$ cat config.mk
export PLATFORM = sky130hd
export DESIGN_NAME = csiu_top
export DESIGN_NICKNAME = d
export VERILOG_FILES = /design/src/csiu_pkg.sv /design/src/csiu_sync.sv /design/src/csiu_sticky.sv /design/src/csiu_top.sv
export VERILOG_INCLUDE_DIRS = /design/src
export SDC_FILE = /design/constraint.sdc
export NUM_CORES = 1
export LEC_CHECK = 0
export BUFFER_PORTS_ARGS = -buffer_cell sky130_fd_sc_hd__buf_2
export CAP_MARGIN = 20
export CORE_MARGIN = 2
export CORE_UTILIZATION = 57
export DETAILED_ROUTE_END_ITERATION = 10
export PLACE_DENSITY = 0.83
export SYNTH_ARGS = -nofsm -noshare
export SYNTH_HDL_FRONTEND = slang
export SYNTH_SLANG_ARGS = --single-unit
$ cat constraint.sdc
create_clock -name sys_clk -period 3.5 [get_ports sys_clk]
set_clock_uncertainty 0.15 [all_clocks]
set_input_delay 0 -clock sys_clk [delete_from_list [all_inputs] [get_ports sys_clk]]
set_output_delay 0 -clock sys_clk [all_outputs]
set_load 0.005 [all_outputs]
$ cat src/csiu_cfg.svh
// Constants of the clock status and interrupt unit: register offsets,
// field positions, reset values and synchroniser depth.
// Assumes it is included by bare name from the top-level design file.
//
// What this block does
// Synthesizer PLL unlock latch with its enable set pulls the interrupt low.
// Oscillator PLL unlock latch with its enable set pulls the interrupt low.
// Each input's loss-of-signal latch with its enable set pulls interrupt low.
// Reference status change in either direction, when enabled, pulls interrupt low.
// Holdover latch with its enable set pulls the interrupt low.
// Enables are read/write, reset to 0; disabled sources never assert interrupt.
// Synthesizer unlock latch reads 0 after any unlock since clear, else 1.
// Oscillator unlock latch reads 0 after any unlock since clear, else 1.
// Writing 1 to a PLL unlock latch clears it and its pending interrupt.
// Each input latch reads 0 after any loss of signal since clear, else 1.
// Writing 1 to an input latch clears it and its pending interrupt.
// Two-bit read-only field reports the input the selector currently uses.
// Each PLL live lock bit reads 0 during unlock and feeds its latch.
// Each input live activity bit reads 0 on loss of signal, else 1.
// Reference latch reads 0 if reference lost since clear, else 1.
// Writing 1 to the reference latch clears it and its pending interrupt.
// Holdover latch reads 0 after any holdover since clear; write 1 clears.
// Live reference bit reads 1 when present, 0 when absent; feeds latch.
// Interrupt output is active-low OR of enabled pending sources, held until cleared.

`ifndef CSIU_CFG_SVH
`define CSIU_CFG_SVH

// ----------------------------------------------------------------------------
// Register offsets
// ----------------------------------------------------------------------------
`define CSIU_ADDR_IRQ_EN_LOCK   8'h68
`define CSIU_ADDR_IRQ_EN_REF    8'h69
`define CSIU_ADDR_LATCHED_LOCK  8'h6c
`define CSIU_ADDR_LIVE_LOCK     8'h6d
`define CSIU_ADDR_LATCHED_REF   8'h6e
`define CSIU_ADDR_LIVE_REF      8'h6f

// ----------------------------------------------------------------------------
// Field positions (source index equals bit position in the lock registers)
// ----------------------------------------------------------------------------
`define CSIU_BIT_SYNTH          5
`define CSIU_BIT_OSC            4
`define CSIU_BIT_INPUT_HI       3
`define CSIU_BIT_SEL_LO         6
`define CSIU_BIT_REF            1
`define CSIU_BIT_HOLD           0
`define CSIU_SRC_HOLD           6

// ----------------------------------------------------------------------------
// Reset values
// ----------------------------------------------------------------------------
`define CSIU_RST_IRQ_EN         8'h00
`define CSIU_RST_RDATA          8'h00
`define CSIU_RST_LIVE           11'h1fe
`define CSIU_RST_REF_PREV       1'b1
`define CSIU_RST_IRQ_N          1'b1
`define CSIU_SYNC_STAGES        2

`endif

$ cat src/csiu_pkg.sv
// Types shared by the clock status and interrupt unit.
// Assumes csiu_cfg.svh is available on the include path.
package csiu_pkg;

  // --------------------------------------------------------------------------
  // Live indicators from the detectors and the input selector.
  // --------------------------------------------------------------------------
  typedef struct packed {
    logic [1:0] selected_input_code;
    logic       synth_pll_lock_live_n;
    logic       osc_pll_lock_live_n;
    logic [3:0] input_active_live;
    logic       reference_present_live;
    logic       holdover_live_n;
    logic       synth_calibration_active;
  } csiu_live_t;

  // --------------------------------------------------------------------------
  // One register access from the serial port decoder.
  // --------------------------------------------------------------------------
  typedef struct packed {
    logic       rd;
    logic       wr;
    logic [7:0] addr;
    logic [7:0] wdata;
  } csiu_reg_req_t;

endpackage : csiu_pkg

$ cat src/csiu_sync.sv
// Two-flop level synchroniser for a group of indicator bits.
// Assumes each bit is a slow level; bits are not coherent with each other.
`timescale 1ns/1ps
`default_nettype none
module csiu_sync #(
  parameter int         W       = 1,
  parameter logic [W-1:0] RST_VAL = '0
) (
  input  wire logic         sys_clk,
  input  wire logic         rst_n,
  input  wire logic [W-1:0] async_in,
  output logic      [W-1:0] sync_out
);

  logic [W-1:0] meta;

  // -------------------------------------------------------------------------
  // Stages
  // -------------------------------------------------------------------------
  // The first stage feeds only the second, so no logic sees a metastable bit.
  always_ff @(posedge sys_clk)
  begin
    if (!rst_n)
    begin
      meta     <= RST_VAL;
      sync_out <= RST_VAL;
    end
    else
    begin
      meta     <= async_in;
      sync_out <= meta;
    end
  end

endmodule : csiu_sync
`default_nettype wire

$ cat src/csiu_sticky.sv
// Bank of sticky event flags with write-one-to-clear.
// Assumes event and clear come from logic on sys_clk.
`timescale 1ns/1ps
`default_nettype none
module csiu_sticky #(
  parameter int W = 1
) (
  input  wire logic         sys_clk,
  input  wire logic         rst_n,
  input  wire logic [W-1:0] event_in,
  input  wire logic [W-1:0] clear_in,
  output logic      [W-1:0] flag
);

  // -------------------------------------------------------------------------
  // Flags
  // -------------------------------------------------------------------------
  // Set wins over clear, so an event in the clearing cycle is never lost.
  always_ff @(posedge sys_clk)
  begin
    if (!rst_n)
      flag <= '0;
    else
      flag <= event_in | (flag & ~clear_in);
  end

endmodule : csiu_sticky
`default_nettype wire

$ cat src/csiu_top.sv
// Status latches, interrupt enables and active-low interrupt output of the
// clock status and interrupt unit.
// Assumes the register decoder drives reg_req on sys_clk and that the live
// indicators come from other clock domains and are synchronised here.
`timescale 1ns/1ps
`default_nettype none
`include "csiu_cfg.svh"
module csiu_top
  import csiu_pkg::*;
(
  input  wire logic          sys_clk,
  input  wire logic          rst_n,
  input  wire csiu_live_t    live_in,
  input  wire csiu_reg_req_t reg_req,
  output logic [7:0]         reg_rdata,
  output logic               reg_rvalid,
  output logic               irq_out_n
);

  // --------------------------------------------------------------------------
  // Declarations
  // --------------------------------------------------------------------------
  csiu_live_t  live_s;          // Synchronised live indicators.
  logic [6:0]  src_event;       // Per-source event level, active high.
  logic [6:0]  src_clear;       // Per-source write-one-to-clear strobe.
  logic [6:0]  src_sticky;      // Per-source latched event.
  logic [6:0]  src_irq_en;      // Per-source interrupt enable.
  logic        reference_change_irq_en;
  logic        ref_prev;        // Reference level one cycle ago.
  logic        ref_edge;        // Reference level changed this cycle.
  logic [1:0]  ref_event;
  logic [1:0]  ref_clear;
  logic [1:0]  ref_sticky;      // [0] reference lost, [1] change pending.
  logic        wr_en_lock;
  logic        wr_en_ref;
  logic        wr_lat_lock;
  logic        wr_lat_ref;
  logic        next_irq_n;
  logic [7:0]  next_rdata;
  logic [7:0]  synth_pll_unlock_sticky_n_v;
  logic        reference_valid_sticky;
  logic        holdover_sticky_n;

  // --------------------------------------------------------------------------
  // Input synchronisation
  // --------------------------------------------------------------------------
  // Reset value is "all healthy", so a clean start raises no latched event.
  csiu_sync #(
    .W       ($bits(csiu_live_t)),
    .RST_VAL (`CSIU_RST_LIVE)
  ) u_sync (
    .sys_clk  (sys_clk),
    .rst_n    (rst_n),
    .async_in (live_in),
    .sync_out (live_s)
  );

  // --------------------------------------------------------------------------
  // Register write decode
  // --------------------------------------------------------------------------
  // One strobe per writable register; unmapped writes are dropped.
  assign wr_en_lock  = reg_req.wr && (reg_req.addr == `CSIU_ADDR_IRQ_EN_LOCK);
  assign wr_en_ref   = reg_req.wr && (reg_req.addr == `CSIU_ADDR_IRQ_EN_REF);
  assign wr_lat_lock = reg_req.wr && (reg_req.addr == `CSIU_ADDR_LATCHED_LOCK);
  assign wr_lat_ref  = reg_req.wr && (reg_req.addr == `CSIU_ADDR_LATCHED_REF);

  // --------------------------------------------------------------------------
  // Interrupt enables
  // --------------------------------------------------------------------------
  // Both enable registers reset to zero; reserved bits are not stored.
  always_ff @(posedge sys_clk)
  begin
    if (!rst_n)
    begin
      src_irq_en              <= 7'(`CSIU_RST_IRQ_EN);
      reference_change_irq_en <= 1'(`CSIU_RST_IRQ_EN);
    end
    else
    begin
      if (wr_en_lock)
        src_irq_en[5:0] <= reg_req.wdata[5:0];
      if (wr_en_ref)
      begin
        src_irq_en[`CSIU_SRC_HOLD] <= reg_req.wdata[`CSIU_BIT_HOLD];
        reference_change_irq_en    <= reg_req.wdata[`CSIU_BIT_REF];
      end
    end
  end

  // --------------------------------------------------------------------------
  // Lock, input and holdover latches
  // --------------------------------------------------------------------------
  // A live bit at 0 is an event; it keeps setting its latch while it stays 0,
  // so a clear during an ongoing fault does not stick.
  assign src_event[3:0]               = ~live_s.input_active_live;
  assign src_event[`CSIU_BIT_OSC]     = ~live_s.osc_pll_lock_live_n;
  assign src_event[`CSIU_BIT_SYNTH]   = ~live_s.synth_pll_lock_live_n;
  assign src_event[`CSIU_SRC_HOLD]    = ~live_s.holdover_live_n;
  assign src_clear[5:0]               = wr_lat_lock ? reg_req.wdata[5:0] : 6'h00;
  assign src_clear[`CSIU_SRC_HOLD]    = wr_lat_ref && reg_req.wdata[`CSIU_BIT_HOLD];

  csiu_sticky #(
    .W (7)
  ) u_src_sticky (
    .sys_clk  (sys_clk),
    .rst_n    (rst_n),
    .event_in (src_event),
    .clear_in (src_clear),
    .flag     (src_sticky)
  );

  // --------------------------------------------------------------------------
  // Reference latch and reference-change pending flag
  // --------------------------------------------------------------------------
  // The change flag catches both loss and return of the reference, so software
  // also hears when a lost reference comes back.
  always_ff @(posedge sys_clk)
  begin
    if (!rst_n)
      ref_prev <= `CSIU_RST_REF_PREV;
    else
      ref_prev <= live_s.reference_present_live;
  end

  assign ref_edge     = ref_prev ^ live_s.reference_present_live;
  assign ref_event[0] = ~live_s.reference_present_live;
  assign ref_event[1] = ref_edge;
  assign ref_clear    = {2{wr_lat_ref && reg_req.wdata[`CSIU_BIT_REF]}};

  csiu_sticky #(
    .W (2)
  ) u_ref_sticky (
    .sys_clk  (sys_clk),
    .rst_n    (rst_n),
    .event_in (ref_event),
    .clear_in (ref_clear),
    .flag     (ref_sticky)
  );

  // --------------------------------------------------------------------------
  // Read views of the latches
  // --------------------------------------------------------------------------
  // Latches hold "event seen" internally and read inverted: 0 means an event.
  assign synth_pll_unlock_sticky_n_v = {2'b00, ~src_sticky[5:0]};
  assign reference_valid_sticky      = ~ref_sticky[0];
  assign holdover_sticky_n           = ~src_sticky[`CSIU_SRC_HOLD];

  // --------------------------------------------------------------------------
  // Interrupt output
  // --------------------------------------------------------------------------
  // Registered so the pin never glitches while latches and enables change.
  assign next_irq_n = ~(|(src_sticky & src_irq_en)
                        | (ref_sticky[1] & reference_change_irq_en));

  always_ff @(posedge sys_clk)
  begin
    if (!rst_n)
      irq_out_n <= `CSIU_RST_IRQ_N;
    else
      irq_out_n <= next_irq_n;
  end

  // --------------------------------------------------------------------------
  // Read data multiplexer
  // --------------------------------------------------------------------------
  // Unmapped offsets and reserved bits read as zero.
  always_comb
  begin
    next_rdata = `CSIU_RST_RDATA;
    case (reg_req.addr)
      `CSIU_ADDR_IRQ_EN_LOCK:
        next_rdata = {2'b00, src_irq_en[5:0]};
      `CSIU_ADDR_IRQ_EN_REF:
        next_rdata = {6'h00, reference_change_irq_en, src_irq_en[`CSIU_SRC_HOLD]};
      `CSIU_ADDR_LATCHED_LOCK:
        next_rdata = synth_pll_unlock_sticky_n_v;
      `CSIU_ADDR_LIVE_LOCK:
        next_rdata = {live_s.selected_input_code,
                      live_s.synth_pll_lock_live_n,
                      live_s.osc_pll_lock_live_n,
                      live_s.input_active_live};
      `CSIU_ADDR_LATCHED_REF:
        next_rdata = {6'h00, reference_valid_sticky, holdover_sticky_n};
      `CSIU_ADDR_LIVE_REF:
        next_rdata = {5'h00, live_s.synth_calibration_active,
                      live_s.reference_present_live,
                      live_s.holdover_live_n};
      default:
        next_rdata = `CSIU_RST_RDATA;
    endcase
  end

  // Read data is captured on the read strobe and held until the next read.
  always_ff @(posedge sys_clk)
  begin
    if (!rst_n)
    begin
      reg_rdata  <= `CSIU_RST_RDATA;
      reg_rvalid <= 1'b0;
    end
    else
    begin
      reg_rvalid <= reg_req.rd;
      if (reg_req.rd)
        reg_rdata <= next_rdata;
    end
  end

  // --------------------------------------------------------------------------
  // Assertions
  // --------------------------------------------------------------------------
  // A latched unlock with its enable held pulls the pin low one edge later.
  AST_SYNTH_IRQ: assert property (
    @(posedge sys_clk) disable iff (!rst_n)
    (src_sticky[`CSIU_BIT_SYNTH] && src_irq_en[`CSIU_BIT_SYNTH]) |=> !irq_out_n)
    else $error("synth unlock enabled but interrupt not asserted");

  AST_OSC_IRQ: assert property (
    @(posedge sys_clk) disable iff (!rst_n)
    (src_sticky[`CSIU_BIT_OSC] && src_irq_en[`CSIU_BIT_OSC]) |=> !irq_out_n)
    else $error("osc unlock enabled but interrupt not asserted");

  // A lost input seen after the synchroniser reaches the pin after the latch and output edges.
  AST_INPUT_IRQ: assert property (
    @(posedge sys_clk) disable iff (!rst_n)
    (!live_s.input_active_live[0] && src_irq_en[0]) ##1 src_irq_en[0] |=> !irq_out_n)
    else $error("input loss enabled but interrupt not asserted");

  // A return of the reference also raises the interrupt, not only its loss.
  AST_REF_RISE_IRQ: assert property (
    @(posedge sys_clk) disable iff (!rst_n)
    ($rose(live_s.reference_present_live) && reference_change_irq_en)
      ##1 reference_change_irq_en |=> !irq_out_n)
    else $error("reference change enabled but interrupt not asserted");

  AST_HOLD_IRQ: assert property (
    @(posedge sys_clk) disable iff (!rst_n)
    (!live_s.holdover_live_n && src_irq_en[`CSIU_SRC_HOLD])
      ##1 src_irq_en[`CSIU_SRC_HOLD] |=> !irq_out_n)
    else $error("holdover enabled but interrupt not asserted");

  // With every enable at zero the pin stays high whatever the latches hold.
  AST_MASKED_QUIET: assert property (
    @(posedge sys_clk) disable iff (!rst_n)
    (src_irq_en == 7'h00 && !reference_change_irq_en) |=> irq_out_n)
    else $error("interrupt asserted with all sources disabled");

  AST_ENABLE_RESET: assert property (
    @(posedge sys_clk) disable iff (!rst_n)
    $rose(rst_n) |-> (src_irq_en == 7'h00 && !reference_change_irq_en))
    else $error("interrupt enables not zero after reset");

  // Once an unlock is seen the latch reads 0 until a write of 1 clears it.
  AST_SYNTH_LATCH: assert property (
    @(posedge sys_clk) disable iff (!rst_n)
    !live_s.synth_pll_lock_live_n |=> !synth_pll_unlock_sticky_n_v[`CSIU_BIT_SYNTH])
    else $error("synth unlock not latched");

  AST_OSC_HOLD_UNTIL_CLEAR: assert property (
    @(posedge sys_clk) disable iff (!rst_n)
    (src_sticky[`CSIU_BIT_OSC] && !(wr_lat_lock && reg_req.wdata[`CSIU_BIT_OSC]))
      |=> src_sticky[`CSIU_BIT_OSC])
    else $error("osc unlock latch dropped without a clear");

  AST_W1C_CLEARS: assert property (
    @(posedge sys_clk) disable iff (!rst_n)
    (wr_lat_lock && reg_req.wdata[`CSIU_BIT_SYNTH] && live_s.synth_pll_lock_live_n)
      |=> !src_sticky[`CSIU_BIT_SYNTH] ##1 (irq_out_n || !next_irq_n))
    else $error("write one did not clear synth unlock latch");

  AST_REF_CLEAR: assert property (
    @(posedge sys_clk) disable iff (!rst_n)
    (wr_lat_ref && reg_req.wdata[`CSIU_BIT_REF] && !ref_edge
      && live_s.reference_present_live) |=> (ref_sticky == 2'b00))
    else $error("write one did not clear reference latch");

  // The selection code read back is the one present at the read strobe.
  AST_SEL_READ: assert property (
    @(posedge sys_clk) disable iff (!rst_n)
    (reg_req.rd && reg_req.addr == `CSIU_ADDR_LIVE_LOCK)
      |=> reg_rvalid && (reg_rdata[7:6] == $past(live_s.selected_input_code)))
    else $error("selection code read back wrong");

  AST_IRQ_RELEASE: assert property (
    @(posedge sys_clk) disable iff (!rst_n)
    (!irq_out_n && next_irq_n) |=> irq_out_n)
    else $error("interrupt held after every source cleared");

  // Each fault kind is checked on one representative bit to keep the list short.
  AST_OSC_LATCH: assert property (
    @(posedge sys_clk) disable iff (!rst_n)
    !live_s.osc_pll_lock_live_n |=> !synth_pll_unlock_sticky_n_v[`CSIU_BIT_OSC])
    else $error("osc unlock not latched");

  AST_INPUT_LATCH: assert property (
    @(posedge sys_clk) disable iff (!rst_n)
    !live_s.input_active_live[3] |=> !synth_pll_unlock_sticky_n_v[3])
    else $error("input loss not latched");

  // A clear only sticks when the fault is gone in the clearing cycle.
  AST_INPUT_CLEAR: assert property (
    @(posedge sys_clk) disable iff (!rst_n)
    (wr_lat_lock && reg_req.wdata[1] && live_s.input_active_live[1]) |=> !src_sticky[1])
    else $error("input latch not cleared");

  AST_HOLD_CLEAR: assert property (
    @(posedge sys_clk) disable iff (!rst_n)
    (wr_lat_ref && reg_req.wdata[`CSIU_BIT_HOLD] && live_s.holdover_live_n) |=> holdover_sticky_n)
    else $error("holdover latch not cleared");

  AST_REF_LOST_LATCH: assert property (
    @(posedge sys_clk) disable iff (!rst_n)
    !live_s.reference_present_live |=> !reference_valid_sticky)
    else $error("reference loss not latched");

  // Loss of the reference interrupts as well as its return.
  AST_REF_FALL_IRQ: assert property (
    @(posedge sys_clk) disable iff (!rst_n)
    ($fell(live_s.reference_present_live) && reference_change_irq_en)
      ##1 reference_change_irq_en |=> !irq_out_n)
    else $error("reference loss did not interrupt");

  // Live bits read back as they stood at the read strobe.
  AST_ACTIVE_READ: assert property (
    @(posedge sys_clk) disable iff (!rst_n)
    (reg_req.rd && reg_req.addr == `CSIU_ADDR_LIVE_LOCK)
      |=> (reg_rdata[3:0] == $past(live_s.input_active_live)))
    else $error("input activity read back wrong");

  AST_REF_LIVE_READ: assert property (
    @(posedge sys_clk) disable iff (!rst_n)
    (reg_req.rd && reg_req.addr == `CSIU_ADDR_LIVE_REF)
      |=> (reg_rdata[`CSIU_BIT_REF] == $past(live_s.reference_present_live)))
    else $error("reference presence read back wrong");

  // Nothing enabled and pending means the pin is high one edge later.
  AST_IRQ_QUIET: assert property (
    @(posedge sys_clk) disable iff (!rst_n)
    (!(|(src_sticky & src_irq_en)) && !(ref_sticky[1] && reference_change_irq_en)) |=> irq_out_n)
    else $error("interrupt with no enabled source pending");

endmodule : csiu_top
`default_nettype wire

After elaboration in Yosys (flattened, before gate mapping)
Index checks and enable logic that the tools add are counted.
W data, S select, Z words.
Word-level totals
  bits in registers: 50
  input bits: 31
  output and inout bits: 10
Cells by class
  eq/ne operators: 6
  reduce and logical (&&, ||, !) cells: 7
  bitwise gates (word level): 19
  muxes and demuxes: 2
Operator list (count)
  $eq A8 B7 Y1 const B: 6
  $pmux W8 S6: 1
  $and A7 B7 Y7: 2
  $not A1 Y1: 7
  $not A7 Y7: 1
  $or A7 B7 Y7: 1
  $reduce_or A7 Y1: 1
  $logic_and A1 B1 Y1: 6
  $mux W6: 1
  $not A6 Y6: 1
  $not A4 Y4: 1
  $and A2 B2 Y2: 1
  $not A2 Y2: 1
  $or A2 B2 Y2: 1
  $and A1 B1 Y1: 1
  $or A1 B1 Y1: 1
  $xor A1 B1 Y1: 1

Logic depth before layout (Yosys ltp)
  word-level depth: 6
  mapped depth: 6
  depth with buffers taken out: 4

Hierarchy
Synthesis repeated with hierarchy kept, for this count alone.
Unflattened totals
  cells, all modules: 208
  area total of the unflattened synthesis: 2047.0 um^2
Modules (own cells, without submodules)
  csiu_top: sequential area each 380.4 um^2, area an instance 1137.3 um^2, cells an instance 135, instances 1
  csiu_sync: sequential area each 440.4 um^2, area an instance 590.6 um^2, cells an instance 46, instances 1
  csiu_sticky at u_src_sticky: sequential area each 140.1 um^2, area an instance 236.5 um^2, cells an instance 21, instances 1
  csiu_sticky at u_ref_sticky: sequential area each 40.0 um^2, area an instance 82.6 um^2, cells an instance 6, instances 1

Worst setup path after synthesis
OpenSTA, ideal clock, no wires.
  path kind: register to register
  start: register u_src_sticky.flag[1]
  end: register reg_rdata[1]
  library setup time: 0.123 ns
  data required time: 3.227 ns
  setup slack: 2.106 ns
  buffers on the path: 0
  cell stages (with the launch flop): 5
  clock period less this slack: 1.394 ns
  arrival: 1.121 ns
  path through: dfxtp_1 inv_1 mux4_2 a221oi_1 nor2_1
Between the ends
  word-level cells in the longest chain between the ends: 2
RTL lines
  start, declared: RTL line csiu_sticky.sv:12  | output logic [W-1:0] flag
  start signal, assigned: RTL line csiu_sticky.sv:24  | flag <= event_in | (flag & ~clear_in);
  $not A6 Y6: RTL line csiu_top.sv:144  | assign synth_pll_unlock_sticky_n_v = {2'b00, ~src_sticky[5:0]};
  $pmux W8 S6: RTL line csiu_top.sv:170  | case (reg_req.addr)
  end signal, assigned: RTL line csiu_top.sv:198  | reg_rdata <= `CSIU_RST_RDATA;
  end signal, assigned: RTL line csiu_top.sv:205  | reg_rdata <= next_rdata;
  end, declared: RTL line csiu_top.sv:15  | output logic [7:0] reg_rdata,
No other way between the ends.
A chain may end at the register's enable or synchronous reset.

Final worst setup path
  start: input reg_req[9] (netlist bit)
  end: register reference_change_irq_en
Between the ends
  word-level cells in the longest chain between the ends: 2
RTL lines
  start, declared: RTL line csiu_top.sv:14  | input wire csiu_reg_req_t reg_req,
  $eq A8 B7 Y1
  $logic_and A1 B1 Y1: RTL line csiu_top.sv:63  | assign wr_en_ref = reg_req.wr && (reg_req.addr == `CSIU_ADDR_IRQ_EN_REF);
  end signal, assigned: RTL line csiu_top.sv:76  | reference_change_irq_en <= 1'(`CSIU_RST_IRQ_EN);
  end signal, assigned: RTL line csiu_top.sv:85  | reference_change_irq_en <= reg_req.wdata[`CSIU_BIT_REF];
  end, declared: RTL line csiu_top.sv:28  | logic reference_change_irq_en;
No other way between the ends.

==> out/metrics.csv <==
metric,value,unit
p_leak,1.03,nW
synthAdderAreaFrac,0,%
die_x,62.4,µm
final_nets,290,
synth_top_family_by_area,simple AND/OR/NAND/NOR gates,
postCtsHoldBufs,23,
rsz0062_at_grt,false,
drt_pass1_iterations,4,
vias,1580,
clkLatencyLatePin,360,ps
numCtsBuffers,5,
yosysUniqueCellTypes,37,
wl_met1,1680,µm
cts.sinks,50,
core-area,0.00331,mm²
maxCapViolations,0,
die_area,0.00389,mm²
slew_headroom,43.9,%
maxClockFrequency,0.547,GHz
yosysMostFrequentCell,dfxtp_1,
synth_seq_area_share,51.5,%
fp-row-count,21,
initial_core_util,58.7,%
outcome,finished clean,
worstSetupPathType,input port to flop,
first_iter_violations,100,
die_h,62.4,µm
ir_worst_vdd,319,µV
drt-wirelength-per-cell,12.6,µm
synth-simple-area-share,22.5,%
crit_required,3610,ps
drtAntennaViolNets,0,
grt_max_degree,57,
wl_met2,1930,µm
cts.clk_slew.worst_paths,130,ps
grt_pass1_wl,6780,µm
critPathCaptureType,flop,
clk_path_buf_depth,2,
drive_above_1_share,19.2,%
area_delta_synth_final,24.8,%
synth_cells,203,
hpwlAfterDp,2460,µm
syn-num-nets,234,
met3_length,196,µm
setup_viol_count_final,0,
cts_tree,built,
post-route-period-util,52.2,%
grt_overflow,0,
antenna_cells,0,
power_density,395,mW/mm²
finalCoreUtilization,73.3,%
hold_viol_final,0,
drc,0,
yosysTopAreaCell,dfxtp_1,
postCtsSetupRepairBufs,0,
yosysWarnings,0,
port_buffers,38,
track_usage,22.1,%
worst_ep_arrival_time,1930,ps
crit_fanout,10,
cts_resized,0,
final.setup.tns,0,ps
hold_ws,68.1,ps
avgSynthCellArea,9.58,µm²
via_per_inst,5.16,
synth-edff-count,0,
synth.area.top_cells,"dfxtp_1 51%, nand2b_1 7.4%, mux2i_1 5.1%, nand2_1 3.9%, o21ai_0 3.3%",
cts_root_buffer,clkbuf_4,
slew_viol_final,0,
worst_pin_slew,841,ps
io_pins,41,
synth_area,0.00194,mm²
wl,3850,µm
htree_levels,2,
synth.area.mux_share,6.31,%
synth-compound-area-share,14.7,%
placed_area,0.00213,mm²
stdcell_area,0.00243,mm²
grt_pass1_vias,1507,
ys_seq_elements,50,
hp-class,input port to flop,
async_flop_share,0,%
top_layer,met4,
start_kind,input port,
antenna_found_initial,0,
synth_top_cell_area_share,51.5,%
synth_commonest_cells,"50 x dfxtp_1, 23 x nand2b_1, 20 x nand2_1, 13 x o21ai_0, 10 x mux2i_1",
synth_xor_area_share,0.450,%
globalplace.congestion,0.800,
synth_top_flop_cell,dfxtp_1,
finalCriticalPeriod,1830,ps
## metrics by stage
stage	setup slack (ps)	cells	power, mW
detailed placement	1970	275	0.682
global placement	1980	275	0.679
global route	1630	306	1.01
floorplan	2110	203	0.655
CTS	1710	306	0.965
finish	1670	306	0.958
## kinds of logic (layout without fill, tap and decap cells)
| logic type | after synthesis | in the layout |
|---|---|---|
| and+or+nand+nor | 78 | 78 |
| DFF | 50 | 50 |
| AOI/OAI and AO/OA | 43 | 43 |
| buffers and inverters | 20 | 77 |
| muxes | 11 | 11 |
| xor gates and xnor gates | 1 | 1 |
## registers in the layout, indices dropped and copies added (netlist names), 2 cells and up
register and flops:
u_sync.meta 11, u_sync.sync_out 11, reg_rdata 8, src_irq_en 7, u_src_sticky.flag 7, u_ref_sticky.flag 2
## critical path, cell delays in order
cell and delay [ps]:
dlygate4sd3_1 540, buf_2 190, inv_1 100, and3_4 210, nand4b_1 120, dlygate4sd3_1 640
mux2i_1 130
## layout make-up
type	count	area [µm²]
Fill cell	267	885
Inverter	8	30.0
Tap cell	46	57.6
Clock inverter	2	12.5
Clock buffer	6	51.3
Timing Repair Buffer	61	420
Sequential cell	50	1000
Multi-Input combinational cell	133	853
## where the power goes
| group | internal (mW) | switching [mW] |
|---|---|---|
| combinational | 0.0506 | 0.0413 |
| sequential | 0.588 | 0.00884 |
| clock | 0.0969 | 0.172 |
| total | 0.736 | 0.222 |
## layer usage
layer / global-route usage, % / vias up
met4: 8.06 / 0
met5: 0 / -
met1: 27.1 / 731
met3: 4.50 / 4
met2: 38.3 / 40
li1: - / 805
## worst paths after layout
path | start | end | slack [ps] | cells after the start
max | reg_req[9] | reference_change_irq_en | 1670 | 7
min | reg_req[8] | reg_rdata[0] | 70 | 3
max reg2reg | u_src_sticky.flag[1] | reg_rdata[1] | 1990 | 4
min reg2reg | u_sync.meta[3] | u_sync.sync_out[3] | 270 | 1
## placed cells by master, fill, tap and decap left out, types with 2 or more instances in the layout
| cell | netlist | final |
|---|---|---|
| dfxtp_1 | 50 | 50 |
| buf_2 | 2 | 38 |
| nand2b_1 | 23 | 23 |
| dlygate4sd3_1 | 0 | 23 |
| nand2_1 | 20 | 20 |
| o21ai_0 | 13 | 13 |
| mux2i_1 | 10 | 10 |
| nor2_1 | 9 | 9 |
| inv_1 | 8 | 8 |
| a21boi_0 | 8 | 8 |
| and2_1 | 8 | 8 |
| a31oi_1 | 6 | 6 |
| clkbuf_4 | 0 | 5 |
| nand4_1 | 4 | 4 |
| a211oi_1 | 4 | 4 |
| o211ai_1 | 4 | 4 |
| a22oi_1 | 4 | 4 |
| nor2b_1 | 3 | 3 |
| and3_1 | 2 | 2 |
(Power assumes the default switching activity.)
